### config.mk
export PLATFORM = sky130hd
export DESIGN_NAME = cpu_exception_and_reset_entry
export DESIGN_NICKNAME = d
export VERILOG_FILES = /design/src/hdl/exc_pkg.sv /design/src/hdl/cpu_exception_and_reset_entry.sv /design/src/hdl/exc_opcode_class.sv
export VERILOG_INCLUDE_DIRS = /design/src /design/src/hdl
export SDC_FILE = /design/constraint.sdc
export NUM_CORES = 1
export LEC_CHECK = 0
export BUFFER_PORTS_ARGS = -buffer_cell sky130_fd_sc_hd__buf_2
export CAP_MARGIN = 20
export CORE_AREA = 3 3 190 192
export CTS_BUF_LIST = sky130_fd_sc_hd__clkbuf_8
export DETAILED_ROUTE_END_ITERATION = 12
export DIE_AREA = 0 0 193 195
export GPL_TIMING_DRIVEN = 0
export PLACE_DENSITY = 0.45
export SYNTH_ARGS = -nofsm -noshare
export SYNTH_HDL_FRONTEND = slang
export SYNTH_HIERARCHICAL = 1
export SYNTH_SLANG_ARGS = --single-unit
### constraint.sdc
create_clock -name mclk -period 7.8 [get_ports mclk]
set_input_delay 1.56 -clock mclk [delete_from_list [all_inputs] [get_ports mclk]]
set_output_delay 1.56 -clock mclk [all_outputs]
set_load 0.02 [all_outputs]
### src/hdl/exc_cfg.svh
`ifndef EXC_CFG_SVH
`define EXC_CFG_SVH

`define IF_BIT        9
`define OF_BIT        11

`define VEC_NMI       8'h02
`define VEC_INTO      8'h04
`define VEC_BOUND     8'h05
`define VEC_UNDEF     8'h06
`define VEC_ESC       8'h07
`define VEC_TIMER     8'h08
`define VEC_DMA0      8'h0A
`define VEC_DMA1      8'h0B
`define VEC_PIN0      8'h0C

`define STATUS_RESET  16'hF002
`define IP_RESET      16'h0000
`define CS_RESET      16'hFFFF
`define SEG_RESET     16'h0000
`define RELOC_RESET   16'h20FF
`define UMS_RESET     16'hFFFB
`define FIRST_FETCH   20'h0_FFF0

`define ESC_TOP5      5'h1B

`define CLK_NS        100
`define SETTLE_NS     700
`define SETTLE_CYC    ((`SETTLE_NS + `CLK_NS - 1) / `CLK_NS)
`define SETTLE_W      4

`define ADR_EVENTS    8'h00
`define ADR_MASK      8'h04
`define ADR_FLAGS     8'h08
`define ADR_LAST      8'h0C

`define EV_INTO       0
`define EV_BOUND      1
`define EV_UNDEF      2
`define EV_ESC        3
`define EV_NMI        4
`define EV_MASKABLE   5
`define EV_W          6

`endif

### src/hdl/exc_pkg.sv
package exc_pkg;

    typedef enum logic [2:0] {
        RST_HOLD   = 3'h1,
        RST_SETTLE = 3'h2,
        RST_RUN    = 3'h4
    } rst_state_t;

    typedef struct packed {
        logic        valid;
        logic [7:0]  opcode;
        logic        seg_prefix;
        logic [15:0] op_ip;
        logic [15:0] prefix_ip;
        logic [15:0] next_ip;
    } decode_req_t;

    typedef struct packed {
        logic        valid;
        logic [15:0] index;
        logic [15:0] lower;
        logic [15:0] upper;
        logic [15:0] next_ip;
    } bound_req_t;

    typedef struct packed {
        logic [3:0] ext_pins;
        logic [1:0] dma;
        logic       timer;
    } mask_src_t;

    typedef struct packed {
        logic        valid;
        logic [7:0]  vector;
        logic [9:0]  table_addr;
        logic [15:0] saved_status;
        logic [15:0] return_ip;
    } entry_t;

    typedef struct packed {
        logic [15:0] cs;
        logic [15:0] ip;
        logic [15:0] ds;
        logic [15:0] es;
        logic [15:0] ss;
        logic [15:0] relocation;
        logic [15:0] upper_memory_select;
    } init_regs_t;

endpackage

### src/hdl/cpu_exception_and_reset_entry.sv
`timescale 1ns/1ps
`include "exc_cfg.svh"

module cpu_exception_and_reset_entry (
    input  wire logic                 mclk,
    input  wire logic                 rst,
    input  wire logic                 power_on_clear_in_n,
    input  wire exc_pkg::decode_req_t dec,
    output logic                      decode_done,
    output logic                      decode_fault,
    input  wire logic                 into_valid,
    input  wire logic [15:0]          into_next_ip,
    input  wire exc_pkg::bound_req_t  bound,
    input  wire logic                 instr_boundary,
    input  wire logic [15:0]          boundary_ip,
    input  wire logic                 interrupt_return,
    input  wire logic [15:0]          interrupt_return_status,
    input  wire logic                 flags_wr,
    input  wire logic [15:0]          flags_wr_data,
    input  wire exc_pkg::mask_src_t   irq_src,
    input  wire logic                 nmi_req,
    output logic                      irq_ack,
    output logic [7:0]                irq_ack_vector,
    output exc_pkg::entry_t           entry,
    output logic [15:0]               status_word,
    output logic                      cpu_run,
    output logic                      bus_enable,
    output logic                      fetch_start,
    output logic [19:0]               fetch_addr,
    output logic                      init_load,
    output exc_pkg::init_regs_t       init_regs,
    input  wire logic                 wb_cyc_i,
    input  wire logic                 wb_stb_i,
    input  wire logic                 wb_we_i,
    input  wire logic [7:0]           wb_adr_i,
    input  wire logic [3:0]           wb_sel_i,
    input  wire logic [31:0]          wb_dat_i,
    output logic [31:0]               wb_dat_o,
    output logic                      wb_ack_o,
    output logic                      irq_o
);

    // signed comparison, both bounds inclusive
    function automatic logic out_of_range(input logic [15:0] idx,
                                          input logic [15:0] lo,
                                          input logic [15:0] hi);
        out_of_range = ($signed(idx) < $signed(lo)) || ($signed(idx) > $signed(hi));
    endfunction

    // fixed order: timer, dma0, dma1, then pins 0..3
    function automatic logic [8:0] pick_maskable(input exc_pkg::mask_src_t s);
        logic [8:0] r;
        r = 9'h000;
        for (int i = 3; i >= 0; i--) begin
            if (s.ext_pins[i]) begin
                r = {1'h1, `VEC_PIN0 + 8'(i)};
            end
        end
        if (s.dma[1]) begin
            r = {1'h1, `VEC_DMA1};
        end
        if (s.dma[0]) begin
            r = {1'h1, `VEC_DMA0};
        end
        if (s.timer) begin
            r = {1'h1, `VEC_TIMER};
        end
        return r;
    endfunction

    logic is_coproc;
    logic is_undefined;

    exc_opcode_class u_class (
        .opcode       (dec.opcode),
        .is_coproc    (is_coproc),
        .is_undefined (is_undefined)
    );

    exc_pkg::rst_state_t   state_q, state_d;
    logic [`SETTLE_W-1:0]  cnt_q, cnt_d;
    logic [15:0]           status_q, status_d;
    logic                  nmi_pend_q, nmi_pend_d;
    logic                  done_q, done_d;
    logic                  fault_q, fault_d;
    logic                  ack_irq_q, ack_irq_d;
    logic [7:0]            ack_vec_q, ack_vec_d;
    exc_pkg::entry_t       entry_q, entry_d;
    logic                  run_q, run_d;
    logic                  fetch_q, fetch_d;
    logic                  init_q, init_d;
    logic [`EV_W-1:0]      ev_set;

    logic [15:0]           base_status;
    logic                  if_now;
    logic [8:0]            pick;
    logic                  take;
    logic [7:0]            take_vec;
    logic [15:0]           take_ip;

    always_comb begin
        state_d    = state_q;
        cnt_d      = cnt_q;
        status_d   = status_q;
        nmi_pend_d = nmi_pend_q | nmi_req;
        done_d     = 1'h0;
        fault_d    = 1'h0;
        ack_irq_d  = 1'h0;
        ack_vec_d  = ack_vec_q;
        entry_d    = entry_q;
        entry_d.valid = 1'h0;
        run_d      = 1'h0;
        fetch_d    = 1'h0;
        init_d     = 1'h0;
        ev_set     = '0;
        take       = 1'h0;
        take_vec   = 8'h00;
        take_ip    = 16'h0000;
        pick       = pick_maskable(irq_src);

        // a return reloads the full word before the enable check and the saved copy look at it; the overflow trap reads status_q
        base_status = status_q;
        if (flags_wr) begin
            base_status = flags_wr_data;
        end
        if (interrupt_return) begin
            base_status = interrupt_return_status;
        end
        if_now = base_status[`IF_BIT];

        unique case (state_q)
            exc_pkg::RST_HOLD: begin
                init_d   = 1'h1;
                status_d = `STATUS_RESET;
                cnt_d    = '0;
                nmi_pend_d = 1'h0;
                if (power_on_clear_in_n) begin
                    state_d = exc_pkg::RST_SETTLE;
                end
            end
            exc_pkg::RST_SETTLE: begin
                cnt_d = cnt_q + `SETTLE_W'(1);
                if (cnt_q == `SETTLE_W'(`SETTLE_CYC - 1)) begin
                    state_d = exc_pkg::RST_RUN;
                    fetch_d = 1'h1;
                    run_d   = 1'h1;
                end
            end
            exc_pkg::RST_RUN: begin
                run_d    = 1'h1;
                status_d = base_status;
                if (dec.valid) begin
                    done_d  = 1'h1;
                    fault_d = is_coproc | is_undefined;
                end
                if (dec.valid && is_coproc) begin
                    take     = 1'h1;
                    take_vec = `VEC_ESC;
                    take_ip  = dec.seg_prefix ? dec.prefix_ip : dec.op_ip;
                    ev_set[`EV_ESC] = 1'h1;
                end else if (dec.valid && is_undefined) begin
                    take     = 1'h1;
                    take_vec = `VEC_UNDEF;
                    take_ip  = dec.next_ip;
                    ev_set[`EV_UNDEF] = 1'h1;
                end else if (bound.valid) begin
                    if (out_of_range(bound.index, bound.lower, bound.upper)) begin
                        take     = 1'h1;
                        take_vec = `VEC_BOUND;
                        take_ip  = bound.next_ip;
                        ev_set[`EV_BOUND] = 1'h1;
                    end
                end else if (into_valid) begin
                    if (status_q[`OF_BIT]) begin
                        take     = 1'h1;
                        take_vec = `VEC_INTO;
                        take_ip  = into_next_ip;
                        ev_set[`EV_INTO] = 1'h1;
                    end
                end else if (instr_boundary) begin
                    // a return is itself a boundary, so a freshly enabled
                    // request is taken before the next instruction
                    if (nmi_pend_q) begin
                        take       = 1'h1;
                        take_vec   = `VEC_NMI;
                        take_ip    = boundary_ip;
                        nmi_pend_d = nmi_req;
                        ev_set[`EV_NMI] = 1'h1;
                    end else if (pick[8] && if_now) begin
                        take      = 1'h1;
                        take_vec  = pick[7:0];
                        take_ip   = boundary_ip;
                        ack_irq_d = 1'h1;
                        ack_vec_d = pick[7:0];
                        ev_set[`EV_MASKABLE] = 1'h1;
                    end
                end
                if (take) begin
                    entry_d.valid        = 1'h1;
                    entry_d.vector       = take_vec;
                    entry_d.table_addr   = {take_vec, 2'h0};
                    entry_d.saved_status = base_status;
                    entry_d.return_ip    = take_ip;
                    status_d[`IF_BIT]    = 1'h0;
                end
            end
        endcase

        // reset pin overrides state, run, fetch, decode, ack, entry and event pulses, mid-instruction included
        if (!power_on_clear_in_n) begin
            state_d  = exc_pkg::RST_HOLD;
            run_d    = 1'h0;
            fetch_d  = 1'h0;
            done_d   = 1'h0;
            fault_d  = 1'h0;
            ack_irq_d = 1'h0;
            entry_d.valid = 1'h0;
            ev_set   = '0;
        end
    end

    always_ff @(posedge mclk) begin
        if (rst) begin
            state_q    <= exc_pkg::RST_HOLD;
            cnt_q      <= '0;
            status_q   <= `STATUS_RESET;
            nmi_pend_q <= 1'h0;
            done_q     <= 1'h0;
            fault_q    <= 1'h0;
            ack_irq_q  <= 1'h0;
            ack_vec_q  <= 8'h00;
            entry_q    <= '0;
            run_q      <= 1'h0;
            fetch_q    <= 1'h0;
            init_q     <= 1'h1;
        end else begin
            state_q    <= state_d;
            cnt_q      <= cnt_d;
            status_q   <= status_d;
            nmi_pend_q <= nmi_pend_d;
            done_q     <= done_d;
            fault_q    <= fault_d;
            ack_irq_q  <= ack_irq_d;
            ack_vec_q  <= ack_vec_d;
            entry_q    <= entry_d;
            run_q      <= run_d;
            fetch_q    <= fetch_d;
            init_q     <= init_d;
        end
    end

    // reset image never changes, kept in flops so outputs stay registered
    exc_pkg::init_regs_t init_regs_q;

    always_ff @(posedge mclk) begin
        init_regs_q.cs                  <= `CS_RESET;
        init_regs_q.ip                  <= `IP_RESET;
        init_regs_q.ds                  <= `SEG_RESET;
        init_regs_q.es                  <= `SEG_RESET;
        init_regs_q.ss                  <= `SEG_RESET;
        init_regs_q.relocation          <= `RELOC_RESET;
        init_regs_q.upper_memory_select <= `UMS_RESET;
    end

    // register bus
    logic [`EV_W-1:0] events_q, events_d;
    logic [`EV_W-1:0] mask_q, mask_d;
    logic             ack_q, ack_d;
    logic [31:0]      dat_q, dat_d;
    logic             irq_q, irq_d;
    logic             wb_hit;

    always_comb begin
        wb_hit   = wb_cyc_i && wb_stb_i && !ack_q;
        ack_d    = wb_hit;
        dat_d    = dat_q;
        mask_d   = mask_q;
        events_d = events_q;
        if (wb_hit && wb_we_i && wb_sel_i[0]) begin
            if (wb_adr_i == `ADR_EVENTS) begin
                events_d = events_q & ~wb_dat_i[`EV_W-1:0];
            end
            if (wb_adr_i == `ADR_MASK) begin
                mask_d = wb_dat_i[`EV_W-1:0];
            end
        end
        // set after clear so a same-cycle event survives
        events_d = events_d | ev_set;
        if (wb_hit) begin
            unique case (wb_adr_i)
                `ADR_EVENTS: dat_d = {26'h000_0000, events_q};
                `ADR_MASK:   dat_d = {26'h000_0000, mask_q};
                `ADR_FLAGS:  dat_d = {16'h0000, status_q};
                `ADR_LAST:   dat_d = {entry_q.return_ip, 8'h00, entry_q.vector};
                default:     dat_d = 32'h0000_0000;
            endcase
        end
        irq_d = |(events_q & mask_q);
    end

    always_ff @(posedge mclk) begin
        if (rst) begin
            events_q <= '0;
            mask_q   <= '0;
            ack_q    <= 1'h0;
            dat_q    <= 32'h0000_0000;
            irq_q    <= 1'h0;
        end else begin
            events_q <= events_d;
            mask_q   <= mask_d;
            ack_q    <= ack_d;
            dat_q    <= dat_d;
            irq_q    <= irq_d;
        end
    end

    assign decode_done    = done_q;
    assign decode_fault   = fault_q;
    assign irq_ack        = ack_irq_q;
    assign irq_ack_vector = ack_vec_q;
    assign entry          = entry_q;
    assign status_word    = status_q;
    assign cpu_run        = run_q;
    assign bus_enable     = run_q;
    assign fetch_start    = fetch_q;
    assign fetch_addr     = `FIRST_FETCH;
    assign init_load      = init_q;
    assign init_regs      = init_regs_q;
    assign wb_dat_o       = dat_q;
    assign wb_ack_o       = ack_q;
    assign irq_o          = irq_q;

endmodule

### src/hdl/exc_opcode_class.sv
`timescale 1ns/1ps
`include "exc_cfg.svh"

module exc_opcode_class (
    input  wire logic [7:0] opcode,
    output logic            is_coproc,
    output logic            is_undefined
);

    always_comb begin
        // no mode input on purpose: the trap does not depend on it
        is_coproc = (opcode[7:3] == `ESC_TOP5);
        unique case (opcode)
            8'h0F, 8'h63, 8'h64, 8'h65, 8'h66, 8'h67, 8'hD6, 8'hF1: begin
                is_undefined = 1'h1;
            end
            default: begin
                is_undefined = 1'h0;
            end
        endcase
    end

endmodule

# [Word level (Yosys, flattened, before mapping)]
# Index checks and enable logic that the tools add are counted.
[totals] regBits=125 latchBits=0 ramBits=0 romBits=0 input_bits=249 output_inout_bits=248 memories=0
[op_classes] n_addsub=1 multipliers=0 n_div=0 n_lt_le_gt_ge=2 n_eq_ne=17 shifts=0 mux=75 bitwise_logic=16 reduce_logical=23
[op_table] operator="$mux 16" n=12
[op_table] operator="$pmux 32 s4" n=1
[op_table] operator="$mux 9" n=7
[op_table] operator="$mux 8" n=7
[op_table] operator="$mux 51" n=1
[op_table] operator="$eq 8x7->1 const B" n=5
[op_table] operator="$pmux 16 s2" n=1
[op_table] operator="$mux 1" n=28
[op_table] operator="$eq 8x4->1 const B" n=3
[op_table] operator="$mux 6" n=4
[op_table] operator="$eq 8x8->1 const B" n=2
[op_table] operator="$gt 16x16->1" n=1
[op_table] operator="$lt 16x16->1" n=1
[op_table] operator="$reduce_or 8->1" n=2
[op_table] operator="$and 6x6->6" n=2
[op_table] operator="$mux 2" n=6
[op_table] operator="$mux 3" n=4
[op_table] operator="$not 1->1" n=10
[op_table] operator="$eq 8x3->1 const B" n=1
[op_table] operator="$logic_not 8->1" n=1
[op_table] operator="$pmux 4 s2" n=1
[op_table] operator="$reduce_and 8->1" n=1
[op_table] operator="$logic_and 1x1->1" n=7
[op_table] operator="$not 6->6" n=1
[op_table] operator="other kinds (19)" n=25

# [Logic depth before layout (Yosys ltp)]
[depth] depth_word=18 ltp_mapped=11 depth_no_buf=10

# [By module]
# Netlist, hierarchy kept.
[by_module_without_submodules] mod="cpu_exception_and_reset_entry" n_inst=1 cells_per_inst=955 area_each_um2=7843.8 seq_area_each_um2=2342.2
[by_module_without_submodules] mod="exc_opcode_class" n_inst=1 cells_per_inst=15 area_each_um2=111.4 seq_area_each_um2=0.0

# [Least setup slack after synthesis]
# Ideal clock, no wire load.
[synth_timing] kind="input to register" startpoint="input port dec[49] (netlist bit)" endpoint="register entry_q (netlist bit entry[0])" t_arrival_ns=3.648 required_ns=7.730 path_slack_ns=4.082 cell_stages=10 path_cell_list="nor2b_2 mux2i_1 o32ai_2 a41o_1 o21a_1 nor3_1 clkbuf_1 a221o_1 a221oi_1 a21oi_1"
[synth_between] elab_chain_cells=8 word_cells_on_any_way=17 cone_classes="8 x eq/ne; 6 x mux; 3 x reduce/logical"
[synth_rtl] element="start, declared" line_no="cpu_exception_and_reset_entry.sv:8" text="input wire exc_pkg::decode_req_t dec,"
[synth_rtl] element="$eq 8x4->1 (tied with other cells)" line_no="exc_opcode_class.sv:13" text="unique case (opcode)"
[synth_rtl] element="$reduce_or 8->1 (*)" line_no="exc_opcode_class.sv:13"
[synth_rtl] element="$mux 1 (*)" line_no="exc_opcode_class.sv:13"
[synth_rtl] element="named net is_undefined" line_no="cpu_exception_and_reset_entry.sv:72" text="logic is_undefined;"
[synth_rtl] element="$logic_and 1x1->1 (*)" line_no="cpu_exception_and_reset_entry.sv:161" text="end else if (dec.valid && is_undefined) begin"
[synth_rtl] element="$mux 1" line_no="cpu_exception_and_reset_entry.sv:161"
[synth_rtl] element="$mux 1" line_no="cpu_exception_and_reset_entry.sv:156" text="if (dec.valid && is_coproc) begin"
[synth_rtl] element="$mux 1" line_no="cpu_exception_and_reset_entry.sv:131" text="unique case (state_q)"
[synth_rtl] element="$reduce_and 2->1 (no source line)"
[synth_rtl] element="end signal, assigned" line_no="cpu_exception_and_reset_entry.sv:245" text="entry_q <= entry_d;"
[synth_rtl] element="end, declared" line_no="cpu_exception_and_reset_entry.sv:88" text="exc_pkg::entry_t entry_q, entry_d;"
# Mark *: on every way through the listed nets, which the timed path passes. The rest lies on a longest branch. The select of a mux whose other input is x is not followed.
# A chain may end at the register's enable or synchronous reset.

# [Worst setup path after layout]
[layout_timing] startpoint="input port bound[29] (netlist bit)" endpoint="register entry_q (netlist bit entry[0])"
[layout_between] elab_chain_cells=8 word_cells_on_any_way=12 cone_classes="1 x order compare; 9 x mux; 2 x reduce/logical"
[layout_rtl] element="start, declared" line_no="cpu_exception_and_reset_entry.sv:13" text="input wire exc_pkg::bound_req_t bound,"
[layout_rtl] element="$gt 16x16->1 (*)" line_no="cpu_exception_and_reset_entry.sv:47" text="out_of_range = ($signed(idx) < $signed(lo)) || ($signed(idx) > $signed(hi));"
[layout_rtl] element="$logic_or 1x1->1 (*)" line_no="cpu_exception_and_reset_entry.sv:47"
[layout_rtl] element="$mux 1" line_no="cpu_exception_and_reset_entry.sv:167" text="if (out_of_range(bound.index, bound.lower, bound.upper)) begin"
[layout_rtl] element="$mux 1" line_no="cpu_exception_and_reset_entry.sv:166" text="end else if (bound.valid) begin"
[layout_rtl] element="$mux 1" line_no="cpu_exception_and_reset_entry.sv:161"
[layout_rtl] element="$mux 1" line_no="cpu_exception_and_reset_entry.sv:156"
[layout_rtl] element="$mux 1" line_no="cpu_exception_and_reset_entry.sv:131"
[layout_rtl] element="$reduce_and 2->1 (no source line)"
# Mark *: on every way between the ends. The rest lies on a longest branch, timed or not. The select of a mux whose other input is x is not followed.

==> results.json <==
{
  "outcome": "completed",
  "critical_path.cell_chain": "buf_2 -> inv_1 -> ha_1 -> a21o_1 -> a2111oi_2 -> o31ai_1 -> o31ai_4 -> a311oi_4 -> buf_6 -> a221oi_1 -> a21oi_1",
  "num_rows": 68,
  "path_delay_family": "compound AO/OA/AOI/OAI gates",
  "layout.cells.non_filler": 1918,
  "yosysMostFrequentCell": "buf_4",
  "path_buf_inv": 3,
  "r2r-start": "status_word[9]",
  "dr_total_vias": 8249,
  "hold-path-cell-count": 2,
  "synth.distinct_cells": 70,
  "r2r_slack_ps": 5110,
  "wirelength_um": 34300,
  "nets": 1733,
  "fin_crit_ps": 3970,
  "initial_core_util_pct": 23.0,
  "rsz0062_at_grt": "no",
  "fmax_mhz": 252,
  "place.gp.congestion": 0.822,
  "die_x_um": 193,
  "port_buffers": 316,
  "ys_seq_elements": 117,
  "core_um2": 34500,
  "cpMaxStageDelayCell": "a221oi_1",
  "synth-edff-count": 0,
  "async_flop_share_pct": 0,
  "viasPerCell": 4.30,
  "drt_iter0_drc": 443,
  "clock_latency_ps": 440,
  "regToRegEndpoint": "entry[0]",
  "hold_end": "entry[18]",
  "skew_ps": 13.1,
  "synthToLayoutAreaGrowth_pct": 39.6,
  "drive_above_1_share_pct": 36.6,
  "crit_type": "in -> reg",
  "start_kind": "input pin",
  "critPathRequiredTime_ps": 8090,
  "powerDensity_nw_per_um2": 142,
  "fin_crit_sh_pct": 50.9,
  "cts_buffers": 17,
  "synth_cells": 970,
  "io_pins": 497,
  "ir_worst_vdd_v": 0.0000979,
  "tns_ps": 0,
  "antenna_found_initial": 2,
  "yosysTopAreaCell": "dfxtp_1",
  "syn_area_um2": 7960,
  "worst_slew_pin_slew_ps": 877,
  "max_slew_margin_pct": 41.0,
  "dp_hpwl_um": 28900,
  "cpPeakStageDelay_ps": 520,
  "syn_avg_cell_area_um2": 8.20,
  "maxCapViolCount": 0,
  "die_h_um": 195,
  "cts_buffer_depth": 2,
  "synthFlopType": "dfxtp_1",
  "synth_area_leaders": "dfxtp_1 29%, buf_4 15%, mux2i_1 5.4%",
  "hold_ws_ps": 480,
  "r2r_cells": 10,
  "grt_max_degree": 17,
  "setup_viol_count_final": 0,
  "power.total_mw": 1.58,
  "cts_resized": 0,
  "crit_fanout": 10,
  "netlist_top_cells_count": "154 x buf_4, 117 x dfxtp_1, 112 x nor2_1",
  "grt_first_pass_wirelength_um": 49800,
  "clkSinkCount": 117,
  "groute.usage.overall_pct": 17.4,
  "hold_viol_final": 0,
  "cp-end-kind": "flip-flop",
  "wl_per_cell_um": 17.9,
  "min_from": "entry[18]",
  "place_inst": 1886,
  "drtAntennaViolNets": 0,
  "htreeDepth": 4,
  "dr.pass1.iters": 5,
  "postLayoutCellArea_um2": 11100,
  "fp.dieArea_um2": 37600,
  "arrival_ps": 4260,
  "ys_seq_area_share_pct": 29.4,
  "clk_pin_slew_ps": 70,
  "yosys_warnings": 6,
  "slew_viol_final": 0,
  "cts.hold.buffers_added": 0,
  "cts_tree": "done",
  "clockRootBuffer": "clkbuf_8",
  "cts_setup_buffers": 0,
  "first_global_vias": 8141,
  "drc": 0,
  "hold_class": "reg -> reg",
  "overflow": 0,
  "synth_top_area_share_pct": 29.4,
  "p_leak_nw": 5.50,
  "place_area_um2": 10700
}
-- power by group --
group	switching (mW)	leakage, nW	internal, mW
sequential	0.00108	0.943	0.599
clock	0.250	0.220	0.377
combinational	0.207	4.34	0.143
total	0.458	5.50	1.12
-- cells by family after synthesis --
family	count (synthesis)	synth area share [%]
AND/OR/NAND/NOR	251	15.2
other	2	0.0944
AO/OA/AOI/OAI	268	24.0
adder cells (fa/ha/maj)	33	5.19
buffers and inverters	251	19.5
multiplexers	47	6.54
flip-flops	117	29.4
XOR/XNOR	1	0.110
-- worst reg2reg max path, delay by kind of cell, from the launching register on --
kind | cells | cell delay, ps
muxes | 1 | 150
and+or+nand+nor | 1 | 300
DFF | 1 | 440
buffers and inverters | 3 | 620
AOI/OAI and AO/OA | 5 | 1060
-- cell type report --
cell class / count / area, µm²
Inverter: 42 / 158
Sequential cell: 117 / 2340
Clock buffer: 21 / 289
Antenna cell: 1 / 2.50
Timing Repair Buffer: 318 / 1600
Buffer: 209 / 1390
Tap cell: 455 / 569
Clock inverter: 9 / 150
Fill cell: 3792 / 23400
Multi-Input combinational cell: 746 / 4610
-- flip-flops by register name, indices dropped and copies added (netlist names) --
name	cells
status_word	16
bus_enable	1
irq_o	1
decode_fault	1
cnt_q	4
wb_ack_o	1
init_load	1
fetch_start	1
wb_dat_o	32
entry	37
mask_q	6
irq_ack	1
events_q	6
state_q	3
nmi_pend_q	1
irq_ack_vector	4
decode_done	1
-- worst max-delay path by stage --
stage / cells past startpoint / to / start / slack [ps]
floorplan: 10 / entry[0] / dec[49] / 4080
global placement: 11 / entry[1] / dec[49] / 2950
detailed placement: 11 / entry[0] / dec[49] / 2950
CTS: 11 / entry[0] / dec[49] / 3400
global route: 10 / entry[3] / dec[49] / 3660
finish: 11 / entry[0] / bound[29] / 3830
-- stage by stage --
step	utilization [%]	setup slack (ps)
floorplan	-	4080
global placement	30.8	2950
detailed placement	30.9	2950
CTS	32.1	3400
global route	32.1	3660
finish	32.2	3830
-- per-layer routing --
layer	up-vias	routed length [µm]	global-route usage [%]
met1	3731	13900	20.7
met4	0	610	4.23
li1	4155	-	-
met3	33	2490	4.17
met2	330	17300	31.3
met5	-	0	0
-- cell usage in the layout (no fill, tap or decap), drive strengths merged, types with 3 or more instances in the layout --
cell | synthesis | final
a21o | 5 | 5
a21oi | 69 | 69
a221o | 17 | 17
a221oi | 16 | 16
a22oi | 47 | 47
a31oi | 3 | 3
and2 | 7 | 7
and3 | 4 | 4
and4 | 3 | 3
buf | 162 | 478
bufinv | 0 | 4
clkbuf | 47 | 69
clkinv | 0 | 3
conb | 2 | 146
dfxtp | 117 | 117
ha | 33 | 33
inv | 42 | 42
mux2i | 43 | 43
mux4 | 4 | 4
nand2 | 48 | 48
nand2b | 4 | 4
nand3 | 9 | 9
nand4 | 6 | 6
nor2 | 113 | 113
nor2b | 5 | 5
nor3 | 20 | 20
nor4 | 4 | 4
o211a | 3 | 3
o211ai | 32 | 32
o21a | 5 | 5
o21ai | 45 | 45
o22ai | 4 | 4
o31ai | 3 | 3
or3 | 18 | 18
Note: power is estimated with default switching activity, not from simulation.
